File: src/verilog/edc_pkg.sv
// Package for the page-mode dynamic memory controller: geometry, timing and user-port structs
package edc_pkg;
  localparam int unsigned ROW_W = 9;
  localparam int unsigned COL_W = 9;
  localparam int unsigned ADDR_W = 18;
  localparam int unsigned DATA_W = 16;
  localparam int unsigned CLK_MHZ = 200;
  // Times in ns unless the name says US or MS, fast grade
  localparam int unsigned ROW_ACTIVE_MIN_NS = 35;
  localparam int unsigned ROW_PRECHARGE_NS = 25;
  localparam int unsigned COL_PRECHARGE_NS = 6;
  localparam int unsigned RCD_MIN_NS = 13;
  localparam int unsigned COL_ADDR_HOLD_FROM_ROW_NS = 30;
  localparam int unsigned ACCESS_FROM_ROW_NS = 35;
  localparam int unsigned ACCESS_FROM_COL_ADDR_NS = 18;
  localparam int unsigned ACCESS_FROM_COL_STROBE_NS = 11;
  localparam int unsigned COL_PULSE_MIN_NS = 6;
  localparam int unsigned CTR_RFR_SETUP_NS = 8;
  localparam int unsigned ROW_ADDR_HOLD_NS = 6;
  localparam int unsigned POWERUP_US = 200;
  localparam int unsigned REFRESH_WINDOW_MS = 8;
  localparam int unsigned REFRESH_ROWS = 512;
  localparam int unsigned WAKE_CYCLES = 8;
  // Least times round up to whole cycles
  function automatic int unsigned ns_cyc(input int unsigned ns);
    ns_cyc = (ns * CLK_MHZ + 999) / 1000;
  endfunction
  localparam int unsigned RAS_CYC = ns_cyc(ROW_ACTIVE_MIN_NS);
  localparam int unsigned RP_CYC = ns_cyc(ROW_PRECHARGE_NS);
  localparam int unsigned CP_CYC = ns_cyc(COL_PRECHARGE_NS);
  localparam int unsigned RCD_CYC = ns_cyc(RCD_MIN_NS);
  localparam int unsigned AR_CYC = ns_cyc(COL_ADDR_HOLD_FROM_ROW_NS);
  localparam int unsigned RAH_CYC = ns_cyc(ROW_ADDR_HOLD_NS);
  localparam int unsigned CSR_CYC = ns_cyc(CTR_RFR_SETUP_NS);
  localparam int unsigned CAS_CYC = ns_cyc(COL_PULSE_MIN_NS);
  localparam int unsigned ACC_ROW_CYC = ns_cyc(ACCESS_FROM_ROW_NS);
  localparam int unsigned ACC_COL_CYC = ns_cyc(ACCESS_FROM_COL_STROBE_NS) + 1;
  // Long counts: defaults for top parameters
  localparam int unsigned POWERUP_CYC = POWERUP_US * CLK_MHZ;
  // Refresh interval rounds down: 8 ms / 512 rows
  localparam int unsigned REFRESH_INT_CYC = (REFRESH_WINDOW_MS * 1000 * CLK_MHZ) / REFRESH_ROWS;
  localparam int unsigned CNT_W = 16;
  // User request and answer carriers
  typedef struct packed {
    logic write;
    logic [1:0] lanes;
    logic [ADDR_W-1:0] addr;
    logic [DATA_W-1:0] wdata;
  } edc_req_t;
  typedef struct packed {
    logic [DATA_W-1:0] rdata;
  } edc_rsp_t;
endpackage

File: src/verilog/edc_ctrl.sv
// Dynamic memory controller: power-up, counter refresh, read/write with open-row page mode
`timescale 1ns/1ps
`default_nettype none
module edc_ctrl #(
  parameter int unsigned POWERUP_CYC = edc_pkg::POWERUP_CYC, // Power-up pause
  parameter int unsigned REFRESH_INT_CYC = edc_pkg::REFRESH_INT_CYC // Per-row refresh interval
) (
  input wire logic clk, // System clock, 200 MHz
  input wire logic resetn, // Async reset, active low
  input wire logic req_valid, // User request present
  input wire edc_pkg::edc_req_t req, // User request fields
  output logic req_ready, // Request taken this cycle
  output logic rsp_valid, // One-cycle done pulse
  output edc_pkg::edc_rsp_t rsp, // Read data
  output logic init_done, // Wake-up sequence finished
  output logic row_strobe_n, // Row strobe
  output logic low_col_strobe_n, // Low lane column strobe
  output logic high_col_strobe_n, // High lane column strobe
  output logic write_strobe_n, // Write strobe
  output logic output_gate_n, // Output gate
  output logic [edc_pkg::ROW_W-1:0] mux_address_pins, // Row/column address
  output logic [edc_pkg::DATA_W-1:0] data_pins_out, // Write data to pins
  output logic data_pins_oe, // High while driving data pins
  input wire logic [edc_pkg::DATA_W-1:0] data_pins_in // Data pins level
);
  localparam int unsigned CW = edc_pkg::CNT_W;
  localparam int unsigned RW = edc_pkg::ROW_W;

  typedef enum logic [3:0] {
    S_POWERUP, S_IDLE, S_RFR_SETUP, S_RFR_ACTIVE, S_PRECHARGE,
    S_ROW_OPEN, S_COL_SETUP, S_COL_ACTIVE, S_COL_PRE
  } edc_state_t;

  edc_state_t state;
  edc_state_t next_state;
  logic [CW-1:0] tim_count;
  logic tim_load;
  logic tim_done;
  logic [CW-1:0] ras_count; // Cycles since row strobe fell
  logic [CW-1:0] ref_count; // Cycles into the current refresh interval
  logic [CW-1:0] pu_count; // Power-up pause counter (CNT_W bits, widened into pu_wide)
  logic [3:0] wake_count; // Wake-up cycles done
  logic ref_pending;
  logic ref_overdue;
  logic open_valid;
  logic [RW-1:0] open_row;
  edc_pkg::edc_req_t cur;
  logic [31:0] pu_wide;

  // Named decodes
  wire [RW-1:0] req_row = req.addr[edc_pkg::ADDR_W-1 -: RW];
  wire [RW-1:0] req_col = req.addr[RW-1:0];
  wire ras_met = (ras_count >= CW'(edc_pkg::RAS_CYC));
  wire ar_met = (ras_count >= CW'(edc_pkg::AR_CYC));
  wire row_acc_met = (ras_count >= CW'(edc_pkg::ACC_ROW_CYC));
  wire page_hit = open_valid && (req_row == open_row);
  wire can_take = (state == S_IDLE || state == S_ROW_OPEN) && !ref_pending && req_valid;
  wire take_hit = can_take && state == S_ROW_OPEN && page_hit;
  wire take_new = can_take && state == S_IDLE;
  wire close_row = state == S_ROW_OPEN && ras_met && (ref_pending || (req_valid && !page_hit));
  wire rfr_fire = (state == S_RFR_SETUP) && tim_done; // Refresh row strobe falls at this edge
  wire at_interval = (ref_count >= CW'(REFRESH_INT_CYC - 1)); // fixed cadence, latency does not drift

  edc_timer #(.W(CW)) u_timer (
    .clk(clk),
    .resetn(resetn),
    .load(tim_load),
    .count(tim_count),
    .done(tim_done)
  );

  // Next state and timer loads
  always_comb begin
    next_state = state;
    tim_load = 1'b0;
    tim_count = '0;
    unique case (state)
      S_POWERUP: if (pu_wide >= POWERUP_CYC) next_state = S_IDLE;
      S_IDLE: begin
        if (tim_done && ref_pending) begin
          next_state = S_RFR_SETUP;
          tim_load = 1'b1;
          tim_count = CW'(edc_pkg::CSR_CYC);
        end else if (tim_done && take_new) begin
          next_state = S_COL_SETUP;
          tim_load = 1'b1;
          tim_count = CW'(edc_pkg::RCD_CYC);
        end
      end
      S_RFR_SETUP: if (tim_done) next_state = S_RFR_ACTIVE;
      S_RFR_ACTIVE: if (ras_met) begin
        next_state = S_PRECHARGE;
        tim_load = 1'b1;
        tim_count = CW'(edc_pkg::RP_CYC);
      end
      S_PRECHARGE: if (tim_done) begin
        next_state = S_IDLE;
      end
      S_ROW_OPEN: begin
        if (close_row) begin
          next_state = S_IDLE;
          tim_load = 1'b1;
          tim_count = CW'(edc_pkg::RP_CYC);
        end else if (take_hit && tim_done) begin
          next_state = S_COL_SETUP;
        end
      end
      S_COL_SETUP: if (tim_done) begin
        next_state = S_COL_ACTIVE;
        tim_load = 1'b1;
        tim_count = CW'(edc_pkg::ACC_COL_CYC);
      end
      S_COL_ACTIVE: if (tim_done && (cur.write || (row_acc_met && ar_met))) begin
        next_state = S_COL_PRE;
        tim_load = 1'b1;
        tim_count = CW'(edc_pkg::CP_CYC);
      end
      S_COL_PRE: next_state = S_ROW_OPEN;
      default: next_state = S_IDLE;
    endcase
  end

  assign pu_wide = 32'(pu_count); // Pause count widened for the parameter compare

  // State and counters
  always_ff @(posedge clk or negedge resetn) begin
    if (!resetn) begin
      state <= S_POWERUP;
      ras_count <= '0;
      pu_count <= '0;
    end else begin
      state <= next_state;
      pu_count <= (state == S_POWERUP) ? pu_count + 1'b1 : '0;
      ras_count <= row_strobe_n ? '0 : ((ras_count == '1) ? ras_count : ras_count + 1'b1);
    end
  end

  // Refresh scheduler and wake-up count
  always_ff @(posedge clk or negedge resetn) begin
    if (!resetn) begin
      ref_count <= '0;
      ref_pending <= 1'b0;
      ref_overdue <= 1'b0;
      wake_count <= '0;
      init_done <= 1'b0;
    end else begin
      ref_count <= at_interval ? '0 : ref_count + 1'b1;
      if (rfr_fire) begin
        // A new interval landing on the refresh edge still raises a request
        ref_pending <= (wake_count < 4'(edc_pkg::WAKE_CYCLES - 1)) || ref_overdue ||
          (at_interval && init_done);
        wake_count <= (wake_count < 4'(edc_pkg::WAKE_CYCLES)) ? wake_count + 1'b1 : wake_count;
        if (wake_count == 4'(edc_pkg::WAKE_CYCLES - 1)) init_done <= 1'b1;
        if (ref_overdue) begin
          ref_overdue <= 1'b0;
          wake_count <= 4'h1;
          ref_pending <= 1'b1;
          init_done <= 1'b0;
        end
      end else begin
        if (state == S_POWERUP && next_state == S_IDLE) ref_pending <= 1'b1;
        else if (at_interval && init_done) ref_pending <= 1'b1;
        if (at_interval && ref_pending && init_done) ref_overdue <= 1'b1; // a whole interval missed
      end
    end
  end

  // Pins, open row and user answers
  always_ff @(posedge clk or negedge resetn) begin
    if (!resetn) begin
      row_strobe_n <= 1'b1;
      low_col_strobe_n <= 1'b1;
      high_col_strobe_n <= 1'b1;
      write_strobe_n <= 1'b1;
      output_gate_n <= 1'b1;
      mux_address_pins <= 9'h000;
      data_pins_out <= 16'h0000;
      data_pins_oe <= 1'b0;
      open_valid <= 1'b0;
      open_row <= 9'h000;
      cur <= '0;
      req_ready <= 1'b0;
      rsp_valid <= 1'b0;
      rsp <= '0;
    end else begin
      req_ready <= 1'b0;
      rsp_valid <= 1'b0;
      if (state == S_IDLE && next_state == S_RFR_SETUP) begin
        low_col_strobe_n <= 1'b0; // both lanes low before row strobe
        high_col_strobe_n <= 1'b0;
        data_pins_oe <= 1'b0;
      end
      if (state == S_RFR_SETUP && tim_done) row_strobe_n <= 1'b0;
      if (state == S_RFR_ACTIVE && next_state == S_PRECHARGE) begin
        row_strobe_n <= 1'b1;
        low_col_strobe_n <= 1'b1;
        high_col_strobe_n <= 1'b1;
      end
      if (take_new && tim_done && !(ref_pending)) begin
        mux_address_pins <= req_row;
        row_strobe_n <= 1'b0;
        open_valid <= 1'b1;
        open_row <= req_row;
        cur <= req;
        req_ready <= 1'b1;
      end
      if (state == S_ROW_OPEN && next_state == S_COL_SETUP) begin
        cur <= req;
        req_ready <= 1'b1;
        mux_address_pins <= req_col;
      end
      if (state == S_COL_SETUP && tim_done) begin
        mux_address_pins <= cur.addr[RW-1:0];
        write_strobe_n <= !cur.write; // early write
        output_gate_n <= cur.write;
        data_pins_out <= cur.wdata;
        data_pins_oe <= cur.write;
        low_col_strobe_n <= !cur.lanes[0];
        high_col_strobe_n <= !cur.lanes[1];
      end
      if (state == S_COL_ACTIVE && next_state == S_COL_PRE) begin
        low_col_strobe_n <= 1'b1;
        high_col_strobe_n <= 1'b1;
        write_strobe_n <= 1'b1;
        data_pins_oe <= 1'b0;
        rsp_valid <= 1'b1;
        if (!cur.write) begin
          rsp.rdata <= data_pins_in;
        end
      end
      if (close_row) begin
        row_strobe_n <= 1'b1;
        output_gate_n <= 1'b1;
        open_valid <= 1'b0;
      end
    end
  end
endmodule
`default_nettype wire

File: src/verilog/edc_timer.sv
// Loadable down-counter that flags when a wait has elapsed
`timescale 1ns/1ps
`default_nettype none
module edc_timer #(
  parameter int unsigned W = 16
) (
  input wire logic clk, // System clock
  input wire logic resetn, // Async reset, active low
  input wire logic load, // Start a new wait
  input wire logic [W-1:0] count, // Cycles to wait
  output logic done // Wait has elapsed
);
  logic [W-1:0] remain;
  assign done = (remain == '0);
  // Count down to zero and hold
  always_ff @(posedge clk or negedge resetn) begin
    if (!resetn) begin
      remain <= '0;
    end else if (load) begin
      remain <= count;
    end else if (!done) begin
      remain <= remain - 1'b1;
    end
  end
endmodule
`default_nettype wire
File: config.mk
export PLATFORM = sky130hd
export DESIGN_NAME = edc_ctrl
export DESIGN_NICKNAME = d
export VERILOG_FILES = /design/src/verilog/edc_pkg.sv /design/src/verilog/edc_ctrl.sv /design/src/verilog/edc_timer.sv
export SDC_FILE = /design/constraint.sdc
export NUM_CORES = 1
export LEC_CHECK = 0
export BUFFER_PORTS_ARGS = -buffer_cell sky130_fd_sc_hd__buf_2
export CORE_UTILIZATION = 35
export CTS_BUF_LIST = sky130_fd_sc_hd__clkbuf_2
export DETAILED_ROUTE_END_ITERATION = 12
export HOLD_SLACK_MARGIN = 0.12
export PLACE_DENSITY = 0.64
export SLEW_MARGIN = 25
export SYNTH_ARGS = -nofsm -noshare
export SYNTH_HDL_FRONTEND = slang
export SYNTH_HIERARCHICAL = 1
export SYNTH_SLANG_ARGS = --single-unit
File: constraint.sdc
create_clock -name clk -period 4.5 [get_ports clk]
set_input_delay 0.225 -clock clk [delete_from_list [all_inputs] [get_ports clk]]
set_output_delay 0.225 -clock clk [all_outputs]
set_load 0.02 [all_outputs]
After elaboration in Yosys (flattened, before gate mapping)

Cells that the tools add are included.
W data, S select, Z words.

Bits in writable memories: 0
Memories: 0
Memory bits (read-only): 0
Latch bits: 0
Output and inout port bits: 50
Bits of input ports: 56
Register bits after elaboration: 162

Multipliers: 0
Add/sub/neg operators: 5
Equal/unequal tests: 18
Multiplexer cells: 67
Shift-type cells: 0
Div/mod/pow operators: 0
Bitwise operators: 1
Reduce and logical (&&, ||, !) cells: 52
Magnitude comparators: 6

Operator list:

| operator                | number |
|---|---|
| $mux W16                | 6 |
| $mux W37                | 2 |
| $add A16 B1 Y16 const B | 3 |
| $mux W4                 | 12 |
| $pmux W4 S9             | 1 |
| $mux W1                 | 35 |
| $ge A16 B3 Y1 const B   | 2 |
| $eq A4 B3 Y1 const B    | 7 |
| $mux W9                 | 3 |
| $logic_and A1 B1 Y1     | 25 |
| $eq A16 B16 Y1 const B  | 1 |
| $ge A16 B12 Y1 const B  | 1 |
| $ge A16 B16 Y1 const B  | 1 |
| $logic_not A16 Y1       | 1 |
| $sub A16 B1 Y16 const B | 1 |
| $pmux W3 S5             | 1 |
| $reduce_bool A2 Y1      | 7 |
| $eq A4 B2 Y1 const B    | 3 |
| $eq A9 B9 Y1            | 1 |
| $mux W3                 | 3 |
| $reduce_bool A3 Y1      | 3 |
| $eq A4 B1 Y1 const B    | 2 |
| $eq A4 B4 Y1 const B    | 2 |
| $reduce_bool A4 Y1      | 2 |
| 11 further kinds        | 24 |

Longest topological paths before layout

Gate-level depths: netlist (run 1).

Depth in word-level cells: 16
Depth in mapped cells: 14

Modules after synthesis

Netlist (run 1), hierarchy kept.

Modules (own cells, without submodules):

| module    | instances | sequential area each (µm²) | area each (µm²) | cells an instance |
|---|---|---|---|---|
| edc_ctrl  | 1         | 3659.8                     | 6592.6          | 626 |
| edc_timer | 1         | 400.4                      | 1001.0          | 103 |

Worst setup path after synthesis (run 1)

OpenSTA, ideal clock, no wires.

Path type: flip-flop to flip-flop
Start: register u_timer.remain[0]
End: register cur[10] (netlist name)
Arrival: 3.530 ns
Library setup time: 0.125 ns
Setup slack: 0.845 ns
Cell stages (with the launch flop): 14
Cell sequence: dfrtp_1 > inv_1 > ha_1 > or3b_4 > nor4b_4 > and2_2 > buf_4 > nand3b_4 > or4b_1 > or4_4 > and2_4 > buf_6 > buf_12 > mux2_4

Cells in the longest elaborated chain, start to end: 8
Elaborated cells on any way between the ends: 19

RTL lines:

| element                                               | RTL line                                         | source |
|---|---|---|
| from (decl)                                           | edc_timer.sv:13                                  | `logic [W-1:0] remain;` |
| from (signal assigned)                                | edc_timer.sv:20                                  | `remain <= count;` |
| from (signal assigned)                                | edc_timer.sv:22                                  | `remain <= remain - 1'b1;` |
| $logic_not A16 Y1 (*)                                 | edc_timer.sv:14                                  | `assign done = (remain == '0);` |
| net tim_done                                          | edc_ctrl.sv:38                                   | `logic tim_done;` |
| $logic_and A1 B1 Y1 (on tied branches)                | edc_ctrl.sv:104, edc_ctrl.sv:84, edc_ctrl.sv:199 |  |
| $mux W4 (on tied branches)                            | edc_ctrl.sv:104, edc_ctrl.sv:84                  |  |
| $mux W4 (on tied branches)                            | edc_ctrl.sv:100, edc_ctrl.sv:80                  |  |
| $pmux W4 S9                                           | edc_ctrl.sv:77                                   | `unique case (state)` |
| $eq A4 B3 Y1                                          | edc_ctrl.sv:207                                  | `if (state == S_ROW_OPEN && next_state == S_COL_SETUP) begin` |
| $logic_and A1 B1 Y1                                   | edc_ctrl.sv:207                                  |  |
| $mux W37 / $reduce_bool A2 Y1 (equally long branches) | n/a                                              |  |
| to (signal assigned)                                  | edc_ctrl.sv:204                                  | `cur <= req;` |
| to (signal assigned)                                  | edc_ctrl.sv:208                                  | `cur <= req;` |
| to (decl)                                             | edc_ctrl.sv:47                                   | `edc_pkg::edc_req_t cur;` |

Mark *: on every way through the listed nets, which the timed path passes. The rest lies on a longest branch.
A chain may end at the register's enable or synchronous reset.

Worst setup path in the final report (run 1)

Start: register u_timer.remain[0]
End: register cur[18] (netlist name)

Same word-level chain as after synthesis.

==> results of run 1 <==
power by group through the flow:
| stage | Sequential [uW] | Combinational, uW | Clock (uW) |
|---|---|---|---|
| after floorplan | 1560 | 89.0 | 0 |
| after global placement | 1580 | 158 | 0 |
| after detailed placement | 1580 | 163 | 0 |
| after CTS | 1550 | 222 | 840 |
| after global routing | 1560 | 251 | 899 |
| final | 1550 | 223 | 799 |
cell usage after synthesis (10+ instances only):
cell / n / area (um^2)
a21oi_1: 19 / 95.09
clkbuf_1: 25 / 93.84
dfrtp_1: 157 / 3929
inv_1: 27 / 101.4
mux2_2: 26 / 292.8
mux2_4: 10 / 150.1
nand2_1: 109 / 409.1
nand3_1: 28 / 140.1
nand4_1: 15 / 93.84
nor2_1: 61 / 229.0
nor3_1: 10 / 50.05
o21ai_0: 36 / 180.2
xnor2_1: 26 / 227.7
xor2_1: 19 / 166.4
path summary, 6_finish.rpt:
check,start,to
worst max-delay path,u_timer/remain[0],cur[18]
worst min-delay path,req[13],cur[13]
worst max register to register,u_timer/remain[0],cur[18]
worst min register to register,cur[4],data_pins_out[4]
max in group asynchronous,resetn,write_strobe_n
min in group asynchronous,resetn,wake_count[3]
per-layer routing:
layer	GRT usage [%]	vias up	share of wire [%]
li1	-	2981	-
met1	22.81	2971	47
met2	26.86	138	47
met3	5.199	21	5.5
met4	4.949	0	1.1
met5	0	-	0
stage by stage:
step	utilization (%)	setup slack (ns)
floorplan	-	0.8449
global placement	39.79	0.8293
detailed placement	39.79	0.7642
CTS	45.99	0.4184
global route	46.06	0.1680
finish	46.07	0.3937
worst reg2reg max path, cell delays in order (launching register included):
cell	delay (ns)
dfrtp_1	0.45
inv_1	0.10
ha_1	0.20
or3b_4	0.43
nor4b_4	0.28
and2_2	0.34
nand3b_4	0.13
or4b_1	0.52
or4_4	0.56
and2_4	0.34
o21ai_0	0.21
dlygate4sd3_1	0.57
cell type report:
type	count	area share, %
Clock buffer	17	0.8730
Timing Repair Buffer	217	16.96
Tap cell	275	3.531
Antenna cell	1	0.02568
Multi-Input combinational cell	523	34.15
Clock inverter	15	1.720
Sequential cell	162	41.66
Inverter	28	1.078
logic make-up (layout without fill, tap and decap cells):
logic type / after synthesis / after routing
compound gates: 118 / 118
xor+xnor: 45 / 45
fa+ha+maj: 8 / 8
buf+inv: 60 / 277
flops: 162 / 162
mux: 39 / 39
other cells: 1 / 18
simple gates: 296 / 296
state kept, by name (all words and copies together), names as in the netlist, 4 cells and up:
register          cells
cur                  28
data_pins_out        16
mux_address_pins      9
open_row              9
pu_count             16
ras_count            16
ref_count            16
rsp                  16
state                 4
u_timer/remain       16
wake_count            4
==> flow_summary.toml, run 1 <==
[worst_setup_path]
path_class = "reg -> reg"
worst-path-stages = 11
path_buf_inv = 2
cp_cell_sequence = "inv_1 -> ha_1 -> or3b_4 -> nor4b_4 -> and2_2 -> nand3b_4 -> or4b_1 -> or4_4 -> and2_4 -> o21ai_0 -> dlygate4sd3_1"
cp_max_fo = 29
r2r_setup_slack_ns = 0.39
r2r_cells = 11
start_kind = "register"
crit_path_end_kind = "register"
critPathSlowestCell = "dlygate4sd3_1"
critPathRequiredTime_ns = 5.25
arrival_ns = 4.85
slowest_delay_ns = 0.57
cp_top_family = "simple AND/OR/NAND/NOR gates"

[grt]
grt_pass1_vias = 6188
grt_max_degree = 89
globalRouteOverflowTotal = 0
grt_pass1_wl_um = 30220
track_usage_pct = 17.15
grt_antenna_before_repair = 0

[synth]
yosysWarnings = 6
netlist_instances = 729
synth_ff_type = "dfrtp_1"
yosys.area_share.xor_xnor_pct = 5.190
avgSynthCellArea_um2 = 10.42
ys_seq_area_share_pct = 53.47
synthDistinctLibCells = 80
synth_edf_count = 0
synth_fa_ha_area_share_pct = 1.318
ys_ff_latch = 162
synthArstFlopShare_pct = 100.0
yosys.area_share.simple_pct = 19.54
syn_area_um2 = 7594
synth_compound_area_share_pct = 10.64
synth_top_family_by_area = "simple AND/OR/NAND/NOR gates"
muxShareOfSynthArea_pct = 6.228

[power_and_ir_drop]
comb_power_share_pct = 8.7
ir_worst_vdd_v = 0.0001551
power_switching_share_pct = 29.65
p_total_uw = 2576
p_int_uw = 1812
seqPwrFrac_pct = 60.3
power_switching_uw = 763.7
clkPwrFrac_pct = 31.0
power.density_nw_per_um2 = 264.3
p_leak_uw = 0.004691

[cts]
hold_buffers = 104
tritoncts = "yes"
htree_levels = 4
cts_inserted_buffers = 17
clock_latency_ns = 0.77
clock-sinks = 162
postCtsSetupBuffers = 0
clockRootBuffer = "clkbuf_2"
path_clk_slew_ns = 0.29
cts_resized = 0
cts_buffer_depth = 2

[timing]
fin_crit_sh_pct = 91.25
holdWs_ns = 0.1952
max_freq_mhz = 243.5
rsz0062_at_grt = "no"
hold_viol = 0
setup_viol = 0
fin_tns_setup_ns = 0
skew_ns = 0.05504
slew_violations = 0
fin_crit_ns = 4.106
maxSlewHeadroom_pct = 40.17
worst_pin_slew_ns = 0.8965

[floorplanning]
fp.dieW_um = 149.3
start_util_pct = 35.90
io_pins = 106
rows = 53
die_h_um = 149.3
core_area_um2 = 21150
die_area_um2 = 22290

[layout]
seqCellArea_um2 = 4060
layout_commonest_cell = "dfrtp_1"
final_cell_mix = "157 x dfrtp_1, 109 x nand2_1, 104 x dlygate4sd3_1, 104 x buf_2, 61 x nor2_1"
final_nets = 1013
fillerInstances = 1944
finalNonFillerCells = 1238
multi_input_area_um2 = 3328
drive_gt1_share_pct = 21.21
final_area_um2 = 9746
synthToLayoutAreaGrowth_pct = 28.34

[route]
vias = 6111
wl_per_cell_um = 14.45
viasPerCell = 4.936
dr.pass1.iters = 5
drc = 0
drt_iter0_drc = 333
ant_nets = 0
wirelength_um = 17890

[min_path]
min_path_cells = 3
holdCritPathClass = "in -> reg"

[place]
place_congestion = 0.7870
dpl.cell_count = 1100
port_buffers = 105
dp_hpwl_um = 10890
dpl_cell_area_um2 = 8417

[status]
status = "finished, final reports clean"

[flow_run]
maxCapViolCount = 0
No activity file was read; power rests on OpenSTA's default activity.
==> run 2, diff against run 1 <==
==> constraint.sdc (replaced) <==
create_clock -name clk -period 4.1 [get_ports clk]
set_input_delay 0.205 -clock clk [delete_from_list [all_inputs] [get_ports clk]]
set_output_delay 0.205 -clock clk [all_outputs]
set_load 0.02 [all_outputs]
==> run 2 against run 1 <==
Compared with the run above: clock-buffer cell count is the same; clock power grew 11%; largest cell class unchanged; non-clock buffer count shrank 23; critical endpoint is now cur[24]; design area shrank 2.7%; final cell count shrank 1.9%; global-route usage shrank 0.83 points; critical path depth grew 1; combinational power shrank 2%; clock skew shrank 0.026 ns; power grew 9.2%.
==> flow_summary.toml, run 2 (same netlist as run 1, synthesis figures left out) <==
[worst_setup_path]
start_kind = "register"
critPathRequiredTime_ns = 4.74
r2r_cells = 12
arrival_ns = 4.55
cp_max_fo = 8
crit_path_end_kind = "register"
path_class = "reg -> reg"

[cts]
clockRootBuffer = "clkbuf_2"
cts_inserted_buffers = 17
clock-sinks = 162
htree_levels = 4
cts_buffer_depth = 2
tritoncts = "yes"
path_clk_slew_ns = 0.26
clock_latency_ns = 0.72

[grt]
grt_pass1_wl_um = 28890
grt_pass1_vias = 5881
grt_antenna_before_repair = 0
track_usage_pct = 16.32
grt_max_degree = 58
globalRouteOverflowTotal = 0

[layout]
layout_commonest_cell = "dfrtp_1"
antenna_cells = 0
final_nets = 992
top_register = "cur"
synthToLayoutAreaGrowth_pct = 24.83
largest_reg_flops = 28
fillerInstances = 1998
final_cell_mix = "157 x dfrtp_1, 109 x nand2_1, 104 x buf_2"
drive_gt1_share_pct = 22.66

[route]
wirelength_um = 17600
wl_per_cell_um = 14.48
dr.pass1.iters = 5
route.met3.wl_um = 1026
viasPerCell = 4.975
ant_nets = 0
wl_met1_um = 8300
highest_layer = "met4"
met2WireLength_um = 7996
drt_iter0_drc = 464
vias = 6045
drc = 0

[place]
place_congestion = 0.7967
port_buffers = 105
dp_hpwl_um = 11200
place_ws_ns = 0.5049

[floorplanning]
core_area_um2 = 21150
fp.dieW_um = 149.3
start_util_pct = 35.90
die_h_um = 149.3
io_pins = 106
die_area_um2 = 22290
rows = 53

[timing]
setup_slack_ns = 0.1929
fin_crit_ns = 3.907
worst_pin_slew_ns = 0.7645
max_freq_mhz = 255.9
fin_tns_setup_ns = 0
rsz0062_at_grt = "no"
setup_viol = 0
maxSlewHeadroom_pct = 48.93
holdWs_ns = 0.2173
fin_crit_sh_pct = 95.29
skew_ns = 0.02875
slew_violations = 0
hold_viol = 0

[min_path]
holdCritPathClass = "in -> reg"
min_path_cells = 3

[power_and_ir_drop]
p_leak_uw = 0.004592
power.density_nw_per_um2 = 296.7
ir_worst_vdd_v = 0.0002127

[flow_run]
maxCapViolCount = 0

[status]
status = "finished, final reports clean"
[run 2: cell count changes in the layout (fill, tap and decap cells not counted), sizes merged, moves of 2 or more]
cell,previous run,this run
dlygate4sd3,104,71
buf,113,123
clkinv,9,6
bufinv,0,2
[run 2: repair_timing]
| action | 4_1_cts | 5_1_grt |
|---|---|---|
| buffers inserted | 0 | 3 |
| hold buffers | 72 | 0 |
| setup endpoints to repair | 0 | 6 |
| resized for setup | 0 | 2 |
| hold endpoints to repair | 165 | 0 |
[run 2: final timing paths]
| check | from | slack (ns) | end |
|---|---|---|---|
| hold / removal | req[13] | 0.22 | cur[13] |
| hold reg to reg | cur[34] | 0.48 | low_col_strobe_n |
| min in group asynchronous | resetn | 0.55 | pu_count[12] |
| setup / recovery | u_timer/remain[0] | 0.19 | cur[24] |
| setup reg to reg | u_timer/remain[0] | 0.19 | cur[24] |
| max in group asynchronous | resetn | 2.66 | write_strobe_n |
[run 2: power by group]
part / internal, uW / switching [uW] / total (uW)
Clock: 290 / 599 / 889
Sequential: 1640 / 59.8 / 1700
Combinational: 119 / 99.4 / 219
Total: 2050 / 758 / 2810
[run 2: area by class of cell]
class,instances,area (um^2),area share [%]
Clock buffer,17,85.08,0.8976
Clock inverter,14,155.1,1.637
Inverter,28,105.1,1.109
Multi-Input combinational cell,525,3339,35.23
Sequential cell,162,4060,42.83
Tap cell,275,344.1,3.630
Timing Repair Buffer,194,1390,14.66
[run 2: critical path, stage by stage, from the launching register on]
cell,delay [ns]
dfrtp_1,0.45
inv_1,0.11
ha_1,0.20
or3b_4,0.42
nor4b_4,0.28
and2_2,0.22
nand3b_4,0.10
or4b_1,0.59
or4_4,0.55
buf_4,0.19
nand3_1,0.09
o21ai_0,0.09
dlygate4sd3_1,0.57
[run 2: through the flow]
stage	area (um^2)	instances	util, %	total power, uW
after floorplan	7654	745	-	1814
after global placement	8469	1107	40.04	1900
after detailed placement	8469	1107	40.04	1904
after CTS	9440	1210	44.63	2851
after global routing	9479	1215	44.81	2953
final	9479	1215	44.81	2813
[run 2: per-layer routing]
metal | track usage, % | up-vias
met3 | 4.434 | 25
met4 | 5.561 | 0
li1 | - | 2936
met2 | 24.95 | 149
met1 | 22.22 | 2935
met5 | 0 | -
==> run 3, diff against run 2 <==
--- a/config.mk
+++ b/config.mk
@@ -6,13 +6,14 @@
 export NUM_CORES = 1
 export LEC_CHECK = 0
 export BUFFER_PORTS_ARGS = -buffer_cell sky130_fd_sc_hd__buf_2
-export CORE_UTILIZATION = 35
+export CORE_UTILIZATION = 60
 export CTS_BUF_LIST = sky130_fd_sc_hd__clkbuf_2
 export DETAILED_ROUTE_END_ITERATION = 12
 export HOLD_SLACK_MARGIN = 0.12
-export PLACE_DENSITY = 0.64
+export PLACE_DENSITY = 0.94
 export SLEW_MARGIN = 25
 export SYNTH_ARGS = -nofsm -noshare
 export SYNTH_HDL_FRONTEND = slang
 export SYNTH_HIERARCHICAL = 1
 export SYNTH_SLANG_ARGS = --single-unit
+export TNS_END_PERCENT = 100
==> run 3 against run 2 <==
Compared with the run above: the run now ends with DRC, setup timing left; power increased by 2.9%; clock-buffer cell count unchanged; clock skew grew 0.042 ns; wire length up 41%; non-clock buffer count decreased by 14; clock power grew 3.5%; combinational power grew 16%.
==> flow_summary.toml, run 3 (same netlist as run 1, synthesis figures left out) <==
[power_and_ir_drop]
power_switching_share_pct = 29.13
p_leak_uw = 0.004504
ir_worst_vdd_v = 0.0002517
p_int_uw = 2050
power.density_nw_per_um2 = 313.7
comb_power_share_pct = 8.8
power_switching_uw = 842.7
clkPwrFrac_pct = 31.8
seqPwrFrac_pct = 59.4

[status]
status = "finished with violations"
violations = "DRC, setup timing"

[timing]
hold_viol = 0
worst_pin_slew_ns = 1.152
maxSlewHeadroom_pct = 22.54
fin_tns_setup_ns = -0.02490
max_freq_mhz = 242.4
skew_ns = 0.07034
setup_viol = 1
setup_slack_ns = -0.02490
slew_violations = 0
rsz0062_at_grt = "no"
fin_crit_ns = 4.125
fin_crit_sh_pct = 100.6

[grt]
globalRouteOverflowTotal = 0
grt_pass1_vias = 7311
track_usage_pct = 40.45
grt_max_degree = 94
grt_antenna_before_repair = 1
grt_pass1_wl_um = 39550

[layout]
largest_reg_flops = 28
top_register = "cur"
final_area_um2 = 9223
multi_input_area_um2 = 3324
seqCellArea_um2 = 4060
final_cell_mix = "157 x dfrtp_1, 109 x nand2_1, 104 x buf_2"
utilization_pct = 75.83
final_nets = 976
fillerInstances = 592
synthToLayoutAreaGrowth_pct = 21.45
finalNonFillerCells = 1094
drive_gt1_share_pct = 22.05
layout_commonest_cell = "dfrtp_1"

[place]
port_buffers = 105
dp_hpwl_um = 12180
dpl.cell_count = 995
place_congestion = 0.8165
place_ws_ns = 0.3398
dpl_cell_area_um2 = 8298

[worst_setup_path]
r2r_cells = 9
arrival_ns = 4.78
crit_path_end_kind = "register"
cp_top_family = "simple AND/OR/NAND/NOR gates"
critPathRequiredTime_ns = 4.76
critPathSlowestCell = "o31ai_1"
cp_cell_sequence = "xor2_1 -> nor4_1 -> nand3_1 -> o31ai_1 -> nand4_1 -> buf_4 -> nor2_1 -> nand2_1 -> a21boi_0"
start_kind = "register"
cp_max_fo = 11
path_buf_inv = 1
rr_startpoint = "open_row[7]"
rr_endpoint = "u_timer/remain[6]"
path_class = "reg -> reg"
crit_start = "open_row[7]"
r2r_setup_slack_ns = -0.02
slowest_delay_ns = 0.97

[floorplanning]
die_area_um2 = 13110
core_area_um2 = 12160
fp.dieW_um = 114.5
io_pins = 106
rows = 40
start_util_pct = 62.44
die_h_um = 114.5

[cts]
path_clk_slew_ns = 0.32
clockRootBuffer = "clkbuf_2"
tritoncts = "yes"
cts_buffer_depth = 2
htree_levels = 4
postCtsSetupBuffers = 0
clock_latency_ns = 0.82
cts_inserted_buffers = 17
clock-sinks = 162

[route]
ant_nets = 0
viasPerCell = 6.597
dr.pass1.iters = 13
wl_per_cell_um = 22.67
vias = 7217
drt_iter0_drc = 1263
wirelength_um = 24800
drc = 2

[min_path]
worstHoldStart = "data_pins_in[12]"
holdCritPathClass = "in -> reg"
min_to = "rsp[12]"
min_path_cells = 3

[flow_run]
maxCapViolCount = 0
==> run 3: changes by cell type in the layout (fill, tap and decap cells not counted), sizes merged <==
| cell | before | now |
|---|---|---|
| clkinvlp | 1 | 4 |
| and2 | 11 | 10 |
| clkinv | 6 | 7 |
| buf | 123 | 115 |
| inv | 33 | 30 |
| dlygate4sd3 | 71 | 65 |
| diode | 0 | 1 |
| or4 | 6 | 5 |
==> run 3: what timing repair did <==
action | 4_1_cts | 5_1_grt
gates resized for setup | 0 | 1
hold buffers | 66 | 0
hold endpoints to repair | 173 | 0
setup endpoints to repair | 0 | 11
==> run 3: worst max-delay path by stage <==
stage / end / slack [ns] / cells past startpoint
finish: u_timer/remain[6] / -0.02 / 9
global route: mux_address_pins[5] / 0.05 / 10
CTS: cur[34] / 0.32 / 10
detailed placement: cur[34] / 0.34 / 10
global placement: cur[34] / 0.46 / 10
floorplan: cur[10] / 0.44 / 13
==> run 3: layout make-up <==
| type | count | share of cell area [%] |
|---|---|---|
| sequential | 162 | 44.02 |
| multi-input combinational | 523 | 36.05 |
| timing repair buffer | 180 | 13.85 |
| tap | 168 | 2.279 |
| clock inverter | 15 | 1.709 |
| inverter | 28 | 1.140 |
| clock buffer | 17 | 0.9225 |
| antenna | 1 | 0.02713 |
==> run 3: stage by stage <==
step	hold WS (ns)	power, uW
after floorplan	-0.09059	1814
after global placement	0.3754	1895
after detailed placement	0.3735	1914
after CTS	0.1308	2828
after global routing	0.1594	2961
final	0.1721	2893
==> run 3: layer usage <==
layer / vias to the layer above / GRT usage [%] / share of wire, %
met5: - / 0 / 0
met4: 0 / 23.90 / 7.4
met3: 232 / 12.65 / 13
met2: 762 / 61.98 / 44
met1: 3336 / 50.83 / 35
li1: 2887 / - / -
==> run 3: power by group through the flow <==
stage	clock, uW	sequential [uW]	combinational [uW]
floorplan	0	1720	97.7
global placement	0	1720	173
detailed placement	0	1730	182
CTS	895	1700	229
global route	976	1720	267
finish	920	1720	255
==> run 3: worst reg2reg max path, stage by stage, from the launching register on <==
cell and delay [ns]:
dfrtp_1 0.50, xor2_1 0.21, nor4_1 0.20, nand3_1 0.17
o31ai_1 0.97, nand4_1 0.63, buf_4 0.39, nor2_1 0.53
nand2_1 0.19, a21boi_0 0.18
